**config.mk**
```make
export PLATFORM = sky130hd
export DESIGN_NAME = ictr_counter
export DESIGN_NICKNAME = d
export VERILOG_FILES = /design/src/verilog/ictr_pkg.sv /design/src/verilog/ictr_counter.sv /design/src/verilog/ictr_edge.sv
export SDC_FILE = /design/constraint.sdc
export NUM_CORES = 1
export LEC_CHECK = 0
export BUFFER_PORTS_ARGS = -buffer_cell sky130_fd_sc_hd__buf_2
export CORE_ASPECT_RATIO = 0.7
export CORE_MARGIN = 5
export CORE_UTILIZATION = 55
export DETAILED_ROUTE_END_ITERATION = 8
export PLACE_DENSITY = 0.74
export REMOVE_ABC_BUFFERS = 1
export SYNTH_ARGS = -nofsm -noshare
export SYNTH_HDL_FRONTEND = slang
export SYNTH_SLANG_ARGS = --single-unit
```
**constraint.sdc**
```tcl
create_clock -name clk -period 6.3 [get_ports clk]
set_input_delay 0.945 -clock clk [delete_from_list [all_inputs] [get_ports clk]]
set_output_delay 0.945 -clock clk [all_outputs]
set_load 0.02 [all_outputs]
```
**src/verilog/ictr_pkg.sv**
```systemverilog
// Constants and types shared by the interval counter files.
package ictr_pkg;

    // Counting modes as written in the control word.
    typedef enum logic [2:0] {
        ICTR_M0_TERMINAL = 3'b000,
        ICTR_M1_ONESHOT  = 3'b001,
        ICTR_M2_RATE     = 3'b010,
        ICTR_M3_SQUARE   = 3'b011,
        ICTR_M4_STROBE   = 3'b100
    } ictr_mode_t;

    // Byte order used for count writes.
    typedef enum logic [1:0] {
        ICTR_RW_LSB  = 2'b01,
        ICTR_RW_MSB  = 2'b10,
        ICTR_RW_BOTH = 2'b11
    } ictr_rw_t;

    // Control word as presented on the write port.
    typedef struct packed {
        ictr_rw_t   rw;
        ictr_mode_t mode;
        logic       bcd;
    } ictr_cw_t;

    // Sampled copy of one input pin with its edges.
    typedef struct packed {
        logic smp;
        logic lvl;
        logic rise;
        logic fall;
        logic live;
    } ictr_edge_t;

    // Whole state of one counter.
    typedef struct packed {
        ictr_mode_t  mode;
        ictr_rw_t    rw;
        logic        bcd;
        logic [15:0] load_buffer;
        logic [15:0] ce;
        logic [7:0]  lsb_hold;
        logic        lsb_wait;
        logic        out;
        logic        load_pend;
        logic        have_cnt;
        logic        running;
        logic        trig_ff;
        logic        trig_seen;
        logic        gate_hi;
        logic        first_step;
        logic        null_cnt;
    } ictr_state_t;

    localparam logic [15:0] ICTR_CE_ZERO   = 16'h0000;
    localparam logic [15:0] ICTR_CE_ONE    = 16'h0001;
    localparam logic [15:0] ICTR_CR_RESET  = 16'h0000;
    localparam logic [7:0]  ICTR_BYTE_ZERO = 8'h00;
    localparam logic [1:0]  ICTR_STEP_ONE  = 2'h1;
    localparam logic [1:0]  ICTR_STEP_TWO  = 2'h2;
    localparam logic [1:0]  ICTR_STEP_THREE = 2'h3;
    localparam int          ICTR_BCD_DIGITS = 4;
    localparam logic [3:0]  ICTR_BCD_NINE  = 4'h9;
    localparam ictr_mode_t  ICTR_MODE_RESET = ICTR_M0_TERMINAL;
    localparam ictr_rw_t    ICTR_RW_RESET   = ICTR_RW_LSB;
    localparam logic        ICTR_OUT_RESET  = 1'b0;

endpackage

```
**src/verilog/ictr_counter.sv**
```systemverilog
// One 16-bit interval counter running modes 0 to 4.
// How it works
// - Mode 0 output low until zero, then high.
// - Gate low pauses counting; mode 1 ignores it.
// - Mode 0 load pulse does not decrement.
// - Mode 0 first byte holds, drops output.
// - Mode 0 count loads even with gate low.
// - Mode 1 output falls after trigger, rises at zero.
// - Mode 1 every trigger reloads and restarts pulse.
// - Mode 1 new count waits for a retrigger.
// - Mode 2 one-pulse low at one, reload, repeat.
// - Mode 2 gate low forces high; trigger reloads.
// - Mode 2 loads on the pulse after writing.
// - Mode 2 new count waits for trigger or end.
// - Mode 3 square wave; gate low forces high.
// - Mode 3 loads after write or trigger.
// - Mode 3 even counts step by two.
// - Mode 3 odd counts split high and low.
// - Mode 4 strobes low N plus one after write.
// - Mode 4 reloads after second byte only.
// - Load and decrement on the counter clock's fall.
// - Gate rise caught in flop, taken at clock rise.
// - Load copies buffer to counter; zero means maximum.
// - Modes 0, 1, 4 wrap past zero.
`timescale 1ns/100ps
module ictr_counter (
    // System clock and reset.
    input  wire logic                 clk,
    input  wire logic                 rst,
    // Control word write from the host.
    input  wire logic                 cw_wr,
    input  ictr_pkg::ictr_cw_t        cw,
    // Count byte write from the host.
    input  wire logic                 cnt_wr,
    input  wire logic [7:0]           cnt_byte,
    // Counter pins.
    input  wire logic                 cnt_clk,
    input  wire logic                 gate,
    output logic                      pulse_out,
    // Status for the host side.
    output logic [15:0]               count_now,
    output logic                      null_count,
    output logic                      byte_pending
);
    import ictr_pkg::*;

    ictr_state_t s_reg;
    ictr_state_t s_next;
    ictr_edge_t  clk_e;
    ictr_edge_t  gate_e;

    ictr_edge u_clk_edge (
        .clk    (clk),
        .rst    (rst),
        .sig    (cnt_clk),
        .edge_o (clk_e)
    );

    ictr_edge u_gate_edge (
        .clk    (clk),
        .rst    (rst),
        .sig    (gate),
        .edge_o (gate_e)
    );

    // Steps down by one in binary or in four BCD digits; zero wraps.
    function automatic logic [15:0] dec1(input logic [15:0] v,
                                         input logic bcd);
        logic [15:0] r;
        logic        br;
        r  = v;
        br = 1'b1;
        if (!bcd) begin
            r = v - ICTR_CE_ONE;
        end else begin
            for (int d = 0; d < ICTR_BCD_DIGITS; d++) begin
                if (br) begin
                    if (r[d*4 +: 4] == 4'h0) begin
                        r[d*4 +: 4] = ICTR_BCD_NINE;
                    end else begin
                        r[d*4 +: 4] = r[d*4 +: 4] - 4'h1;
                        br = 1'b0;
                    end
                end
            end
        end
        return r;
    endfunction

    // Steps down by one, two or three.
    function automatic logic [15:0] dec_by(input logic [15:0] v,
                                           input logic [1:0] k,
                                           input logic bcd);
        logic [15:0] r;
        r = v;
        for (int i = 0; i < 3; i++) begin
            if (i < int'(k)) begin
                r = dec1(r, bcd);
            end
        end
        return r;
    endfunction

    logic [15:0] dec_one;
    logic [15:0] sq_rest;
    logic [1:0]  sq_step;
    logic        cnt_done;
    logic [15:0] cnt_word;

    always_comb begin
        dec_one = dec1(s_reg.ce, s_reg.bcd);
        if (!s_reg.load_buffer[0] || !s_reg.first_step) begin
            sq_step = ICTR_STEP_TWO;
        end else if (s_reg.out) begin
            sq_step = ICTR_STEP_ONE;
        end else begin
            sq_step = ICTR_STEP_THREE;
        end
        sq_rest = dec_by(s_reg.ce, sq_step, s_reg.bcd);
    end

    always_comb begin
        s_next   = s_reg;
        cnt_done = 1'b0;
        cnt_word = s_reg.load_buffer;

        // Gate rise is held until the next counter clock rise.
        if (clk_e.rise) begin
            s_next.gate_hi   = gate_e.lvl;
            s_next.trig_seen = s_reg.trig_ff;
            s_next.trig_ff   = 1'b0;
        end
        if (gate_e.rise) begin
            s_next.trig_ff = 1'b1;
        end

        // A counter clock pulse completes on its falling edge.
        if (clk_e.fall) begin
            s_next.trig_seen = 1'b0;
            case (s_reg.mode)
            ICTR_M0_TERMINAL, ICTR_M4_STROBE: begin
                if (s_reg.load_pend) begin
                    s_next.ce        = s_reg.load_buffer;
                    s_next.load_pend = 1'b0;
                    s_next.null_cnt  = 1'b0;
                    s_next.running   = 1'b1;
                    s_next.out       = (s_reg.mode == ICTR_M4_STROBE);
                // A half-written count holds only mode 0; mode 4 counts on.
                end else if (s_reg.running && s_reg.gate_hi
                             && !(s_reg.lsb_wait && s_reg.mode
                                  == ICTR_M0_TERMINAL)) begin
                    s_next.ce = dec_one;
                    if (s_reg.mode == ICTR_M0_TERMINAL) begin
                        if (dec_one == ICTR_CE_ZERO) begin
                            s_next.out = 1'b1;
                        end
                    end else begin
                        s_next.out = 1'b1;
                        if (dec_one == ICTR_CE_ZERO && s_reg.first_step) begin
                            s_next.out        = 1'b0;
                            s_next.first_step = 1'b0;
                        end
                    end
                end
            end
            ICTR_M1_ONESHOT: begin
                if (s_reg.trig_seen && s_reg.have_cnt) begin
                    s_next.ce       = s_reg.load_buffer;
                    s_next.null_cnt = 1'b0;
                    s_next.running  = 1'b1;
                    s_next.out      = 1'b0;
                end else if (s_reg.running) begin
                    s_next.ce = dec_one;
                    if (dec_one == ICTR_CE_ZERO) begin
                        s_next.out = 1'b1;
                    end
                end
            end
            ICTR_M2_RATE: begin
                if ((s_reg.trig_seen && s_reg.have_cnt)
                    || s_reg.load_pend) begin
                    s_next.ce        = s_reg.load_buffer;
                    s_next.load_pend = 1'b0;
                    s_next.null_cnt  = 1'b0;
                    s_next.running   = 1'b1;
                    s_next.out       = 1'b1;
                end else if (s_reg.running && s_reg.gate_hi) begin
                    if (s_reg.ce == ICTR_CE_ONE) begin
                        s_next.ce       = s_reg.load_buffer;
                        s_next.null_cnt = 1'b0;
                        s_next.out      = 1'b1;
                    end else begin
                        s_next.ce  = dec_one;
                        s_next.out = (dec_one != ICTR_CE_ONE);
                    end
                end
            end
            ICTR_M3_SQUARE: begin
                if ((s_reg.trig_seen && s_reg.have_cnt)
                    || s_reg.load_pend) begin
                    s_next.ce         = s_reg.load_buffer;
                    s_next.load_pend  = 1'b0;
                    s_next.null_cnt   = 1'b0;
                    s_next.running    = 1'b1;
                    s_next.first_step = 1'b1;
                    s_next.out        = 1'b1;
                end else if (s_reg.running && s_reg.gate_hi) begin
                    if (sq_rest == ICTR_CE_ZERO) begin
                        // Expiry pulse doubles as the reload pulse.
                        s_next.out        = ~s_reg.out;
                        s_next.ce         = s_reg.load_buffer;
                        s_next.null_cnt   = 1'b0;
                        s_next.first_step = 1'b1;
                    end else begin
                        s_next.ce         = sq_rest;
                        s_next.first_step = 1'b0;
                    end
                end
            end
            default: begin
                s_next.out = 1'b1;
            end
            endcase
        end

        // Gate low lifts the output of the periodic modes at once.
        if (!gate_e.lvl && (s_reg.mode == ICTR_M2_RATE
                            || s_reg.mode == ICTR_M3_SQUARE)) begin
            s_next.out = 1'b1;
        end

        // Count writes; they land after pulse handling so a write in the
        // same cycle as a clock fall still loads on the following pulse.
        if (cnt_wr) begin
            case (s_reg.rw)
            ICTR_RW_MSB: begin
                cnt_word = {cnt_byte, ICTR_BYTE_ZERO};
                cnt_done = 1'b1;
            end
            ICTR_RW_BOTH: begin
                if (!s_reg.lsb_wait) begin
                    s_next.lsb_hold = cnt_byte;
                    s_next.lsb_wait = 1'b1;
                    if (s_reg.mode == ICTR_M0_TERMINAL) begin
                        s_next.out = 1'b0;
                    end
                end else begin
                    cnt_word        = {cnt_byte, s_reg.lsb_hold};
                    s_next.lsb_wait = 1'b0;
                    cnt_done        = 1'b1;
                end
            end
            default: begin
                cnt_word = {ICTR_BYTE_ZERO, cnt_byte};
                cnt_done = 1'b1;
            end
            endcase
        end
        if (cnt_done) begin
            s_next.load_buffer = cnt_word;
            s_next.null_cnt    = 1'b1;
            s_next.have_cnt    = 1'b1;
            case (s_reg.mode)
            ICTR_M0_TERMINAL: begin
                s_next.load_pend = 1'b1;
                s_next.out       = 1'b0;
            end
            ICTR_M4_STROBE: begin
                s_next.load_pend  = 1'b1;
                s_next.first_step = 1'b1;
            end
            ICTR_M2_RATE, ICTR_M3_SQUARE: begin
                s_next.load_pend = ~s_reg.running;
            end
            default: begin
                s_next.load_pend = 1'b0;
            end
            endcase
        end

        // A control word resets the counter's control logic at once.
        if (cw_wr) begin
            s_next.mode       = cw.mode;
            s_next.rw         = cw.rw;
            s_next.bcd        = cw.bcd;
            s_next.out        = (cw.mode != ICTR_M0_TERMINAL);
            s_next.lsb_wait   = 1'b0;
            s_next.load_pend  = 1'b0;
            s_next.have_cnt   = 1'b0;
            s_next.running    = 1'b0;
            s_next.trig_ff    = 1'b0;
            s_next.trig_seen  = 1'b0;
            s_next.first_step = 1'b0;
            s_next.null_cnt   = 1'b1;
        end
    end

    always_ff @(posedge clk) begin
        if (rst) begin
            s_reg             <= '0;
            s_reg.mode        <= ICTR_MODE_RESET;
            s_reg.rw          <= ICTR_RW_RESET;
            s_reg.load_buffer <= ICTR_CR_RESET;
            s_reg.ce          <= ICTR_CE_ZERO;
            s_reg.out         <= ICTR_OUT_RESET;
        end else begin
            s_reg <= s_next;
        end
    end

    assign pulse_out    = s_reg.out;
    assign count_now    = s_reg.ce;
    assign null_count   = s_reg.null_cnt;
    assign byte_pending = s_reg.lsb_wait;

endmodule // ictr_counter

```
**src/verilog/ictr_edge.sv**
```systemverilog
// Samples one pin and flags its rising and falling edges.
`timescale 1ns/100ps
module ictr_edge (
    // Clock and reset.
    input  wire logic                clk,
    input  wire logic                rst,
    // Pin to watch.
    input  wire logic                sig,
    // Sampled level and one-cycle edge pulses.
    output ictr_pkg::ictr_edge_t     edge_o
);
    import ictr_pkg::*;

    ictr_edge_t e_reg;
    ictr_edge_t e_next;

    // The first sample after reset seeds both stages, so a pin that rests
    // high is not taken for a rising edge once reset is released.
    always_comb begin
        e_next.smp  = sig;
        e_next.lvl  = e_reg.live ? e_reg.smp : sig;
        e_next.rise = e_reg.live & e_reg.smp & ~e_reg.lvl;
        e_next.fall = e_reg.live & ~e_reg.smp & e_reg.lvl;
        e_next.live = 1'b1;
    end

    always_ff @(posedge clk) begin
        if (rst) begin
            e_reg <= '0;
        end else begin
            e_reg <= e_next;
        end
    end

    assign edge_o = e_reg;

endmodule // ictr_edge

```
==> key figures <==
Routing
  – Vias: 6113
  – DRC viols: 0
  – Initial DRC Count: 800
  – Via density: 6.83
  – WL/cell: about 21 um
  – Detail Route Antenna Nets: 0
  – 1st-pass router iterations: 7
  – Final WL: roughly 19 mm

Power and ir drop
  – Max rail drop VDD: about 170 uV
  – Pwr Total: roughly 1100 uW
  – P per Cell Area: 193 nW/um^2
  – Leak: approximately 0.0021 uW

Timing
  – Setup violators final: 0
  – Min Tclk post-route: slightly below 6 ns
  – Worst Tran Pin Value: between 0.9 and 1 ns
  – FMAX: approximately 0.17 GHz
  – Fin Setup TNS: 0 ns
  – Final hold violations: 0
  – Clock Skews: between 0.005 and 0.006 ns
  – Pins Over Slew Limit: 0
  – RSZ-0062 raised after global routing: false
  – Final period util: between 90 and 100%
  – Worst slew margin: between 30% and 40%

Die
  – Site row count: 30
  – Starting Density: about 57%
  – Boundary Pins: 39
  – Die footprint: about 12000 sq um
  – Die Wd: 131 um
  – Die Height: around 94 um
  – Core Region: 9800 sq um

Clock tree
  – Post-CTS Setup Inserts: 0
  – Clk sinks: 64
  – Clk_lat worst skew: 0.33 ns
  – CTS tree: built
  – Clock Tree Root: clkbuf_16
  – H-tree depth: 3
  – Clk slew on worst S/H paths: about 0.050 ns
  – CTS Buf Count: 9
  – CTS Buffer Depth: 2

Min path
  – Hold path startpoint: u_clk_edge.edge_o[3]
  – Hold path cells: 1
  – Endpoint, Worst Hold: u_clk_edge.edge_o[2]
  – Class of the most critical hold timing path: register to register

Synthesis
  – Top cell type's share of synthesized area: between 20% and 30%
  – Syn_area_per_cell: a little over 7 sq um
  – Top post-synthesis cells by count: nand2_1 (77), a21oi_1 (66), dfxtp_1 (64), nor2_1 (59), o21ai_0 (53)
  – Largest area contributor in the netlist: dfxtp_1
  – Cells after Synth: approximately 780
  – Most frequent cell after synthesis: nand2_1
  – Post-synth top flop: dfxtp_1
  – Largest cells by area after synthesis: dfxtp_1 (23%), a21oi_1 (5.9%), nand2_1 (5.2%), o21ai_0 (4.7%), nor2_1 (4.0%)
  – Async S/R FF share, synth: 0%
  – Yosys cell types: 86
  – Ys Warns: 0
  – FF+latch count, synth: 64
  – Post-synth EDFFs: 0
  – Register area share after synthesis: between 20% and 30%
  – Post-Synthesis Cell Area: approximately 5600 sq um

Worst setup path
  – Crit Reg-Reg Startpoint: count_now[1]
  – Critical Path Sink Type: register
  – CP max FO: 12
  – Critical R2R Capture: count_now[1]
  – Worst Setup SP: count_now[1]
  – Worst Path Required: approximately 6.5 ns
  – Critical path launch point type: register
  – Worst r2r path cells: 18
  – CP arrival: roughly 6 ns
  – Crit path kind: register to register
  – Reg2reg setup slack: roughly 0.43 ns

GRT
  – First-pass GRT wire length: between 20 and 30 mm
  – All-Layer GR Usage: slightly above 30%
  – Largest net degree at the start of global routing: 49
  – Vias in the first global route: 5391
  – Grt ovf: 0
  – Initial antenna violation count: 0

Placed design
  – Port Buffers: 38
  – Placer Congestion: 1.02
  – Dpl hpwl: roughly 14 mm

Finish
  – Ant diodes: 0
  – Area Overhead vs Synth: 6.20%
  – Max reg flops: 37
  – Fin util: about three fifths
  – Layout cells sized above 1: a little over an eighth
  – Final #Nets: 789

Outcome
  – Outcome: finished, final reports clean

Flow run
  – Max Cap Viol: 0
[layout by cell type (no fill, tap or decap), drive strengths merged, types with 5 or more instances in the layout]
master and n:
nand4 11, nor4 16, nor2 59, nand2 78
and2 9, clkbuf 12, nand3 30, buf 50
dfxtp 64, and3 6, mux2i 18, a311oi 9
xor2 5, xnor2 21, a21oi 67, a211oi 5
o2111ai 5, inv 20, o21ai 55, or2 14
nor3 37, or3 16, o211ai 10, mux2 7
nor2b 20, a22oi 5, a31oi 9, or4 8
nand2b 10, a221oi 13, or4b 5, ha 6
[logic make-up after synthesis]
family / synth area share (%)
fa+ha+maj: 1.34
compound gates: 27.6
flops: 22.9
xor+xnor: 4.07
simple gates: 31.6
buf+inv: 7.83
mux: 4.63
[repair_timing]
item                       CTS  global route
setup endpoints to repair    0             8
hold buffers                 0             0
resized for setup            0             1
[final cells by class]
class / instances / area (sq um)
timing repair buffer: 50 / 280
sequential: 64 / 1280
fill: 909 / 3860
inverter: 21 / 78.8
clock buffer: 12 / 236
clock inverter: 3 / 20.0
multi-input combinational: 617 / 3880
tap: 128 / 160
[routing by layer]
metal / vias to the layer above / share of wire, % / global-route usage (%)
li1: 2835 / - / -
met1: 2891 / 46 / 46.9
met2: 359 / 40 / 41.6
met3: 28 / 13 / 11.5
met4: 0 / 1.1 / 5.05
met5: - / 0 / 0
[metrics by stage]
step / area (sq um) / setup WS [ns] / hold slack [ns] / instances
floorplan: 5230 / 0.695 / 0.389 / 702
global placement: 5670 / 0.741 / 0.396 / 880
detailed placement: 5670 / 0.500 / 0.411 / 880
CTS: 5930 / 0.494 / 0.423 / 895
global route: 5940 / 0.0731 / 0.449 / 895
finish: 5940 / 0.429 / 0.420 / 895
[worst max path at each step]
stage / slack, ns / to / cells after the start
after global routing: 0.07 / count_now[15] / 20
after detailed placement: 0.50 / count_now[3] / 20
after global placement: 0.74 / count_now[6] / 20
final: 0.43 / count_now[1] / 18
after floorplan: 0.69 / s_reg[1] / 20
after CTS: 0.49 / count_now[8] / 20
[power breakdown]
| part | switching [uW] | internal (uW) |
|---|---|---|
| registers | 24.3 | 420 |
| logic | 171 | 92.0 |
| clock network | 173 | 263 |
| total | 369 | 775 |
[critical path, stage by stage (launching register included)]
cell and delay, ns:
dfxtp_1 0.54, inv_1 0.14, ha_1 0.26, nand4bb_1 0.18, nand2_1 0.19, inv_1 0.10, ha_1 0.41, nand4_1 0.21
a21o_1 0.26, a211oi_2 0.49, mux2i_1 0.24, a22oi_1 0.20, or3_1 0.55, or4_4 0.56, o21ai_1 0.31, nor4b_4 0.13
a21oi_1 0.58, a31oi_1 0.17, a211oi_1 0.24
(Power assumes the default switching activity.)
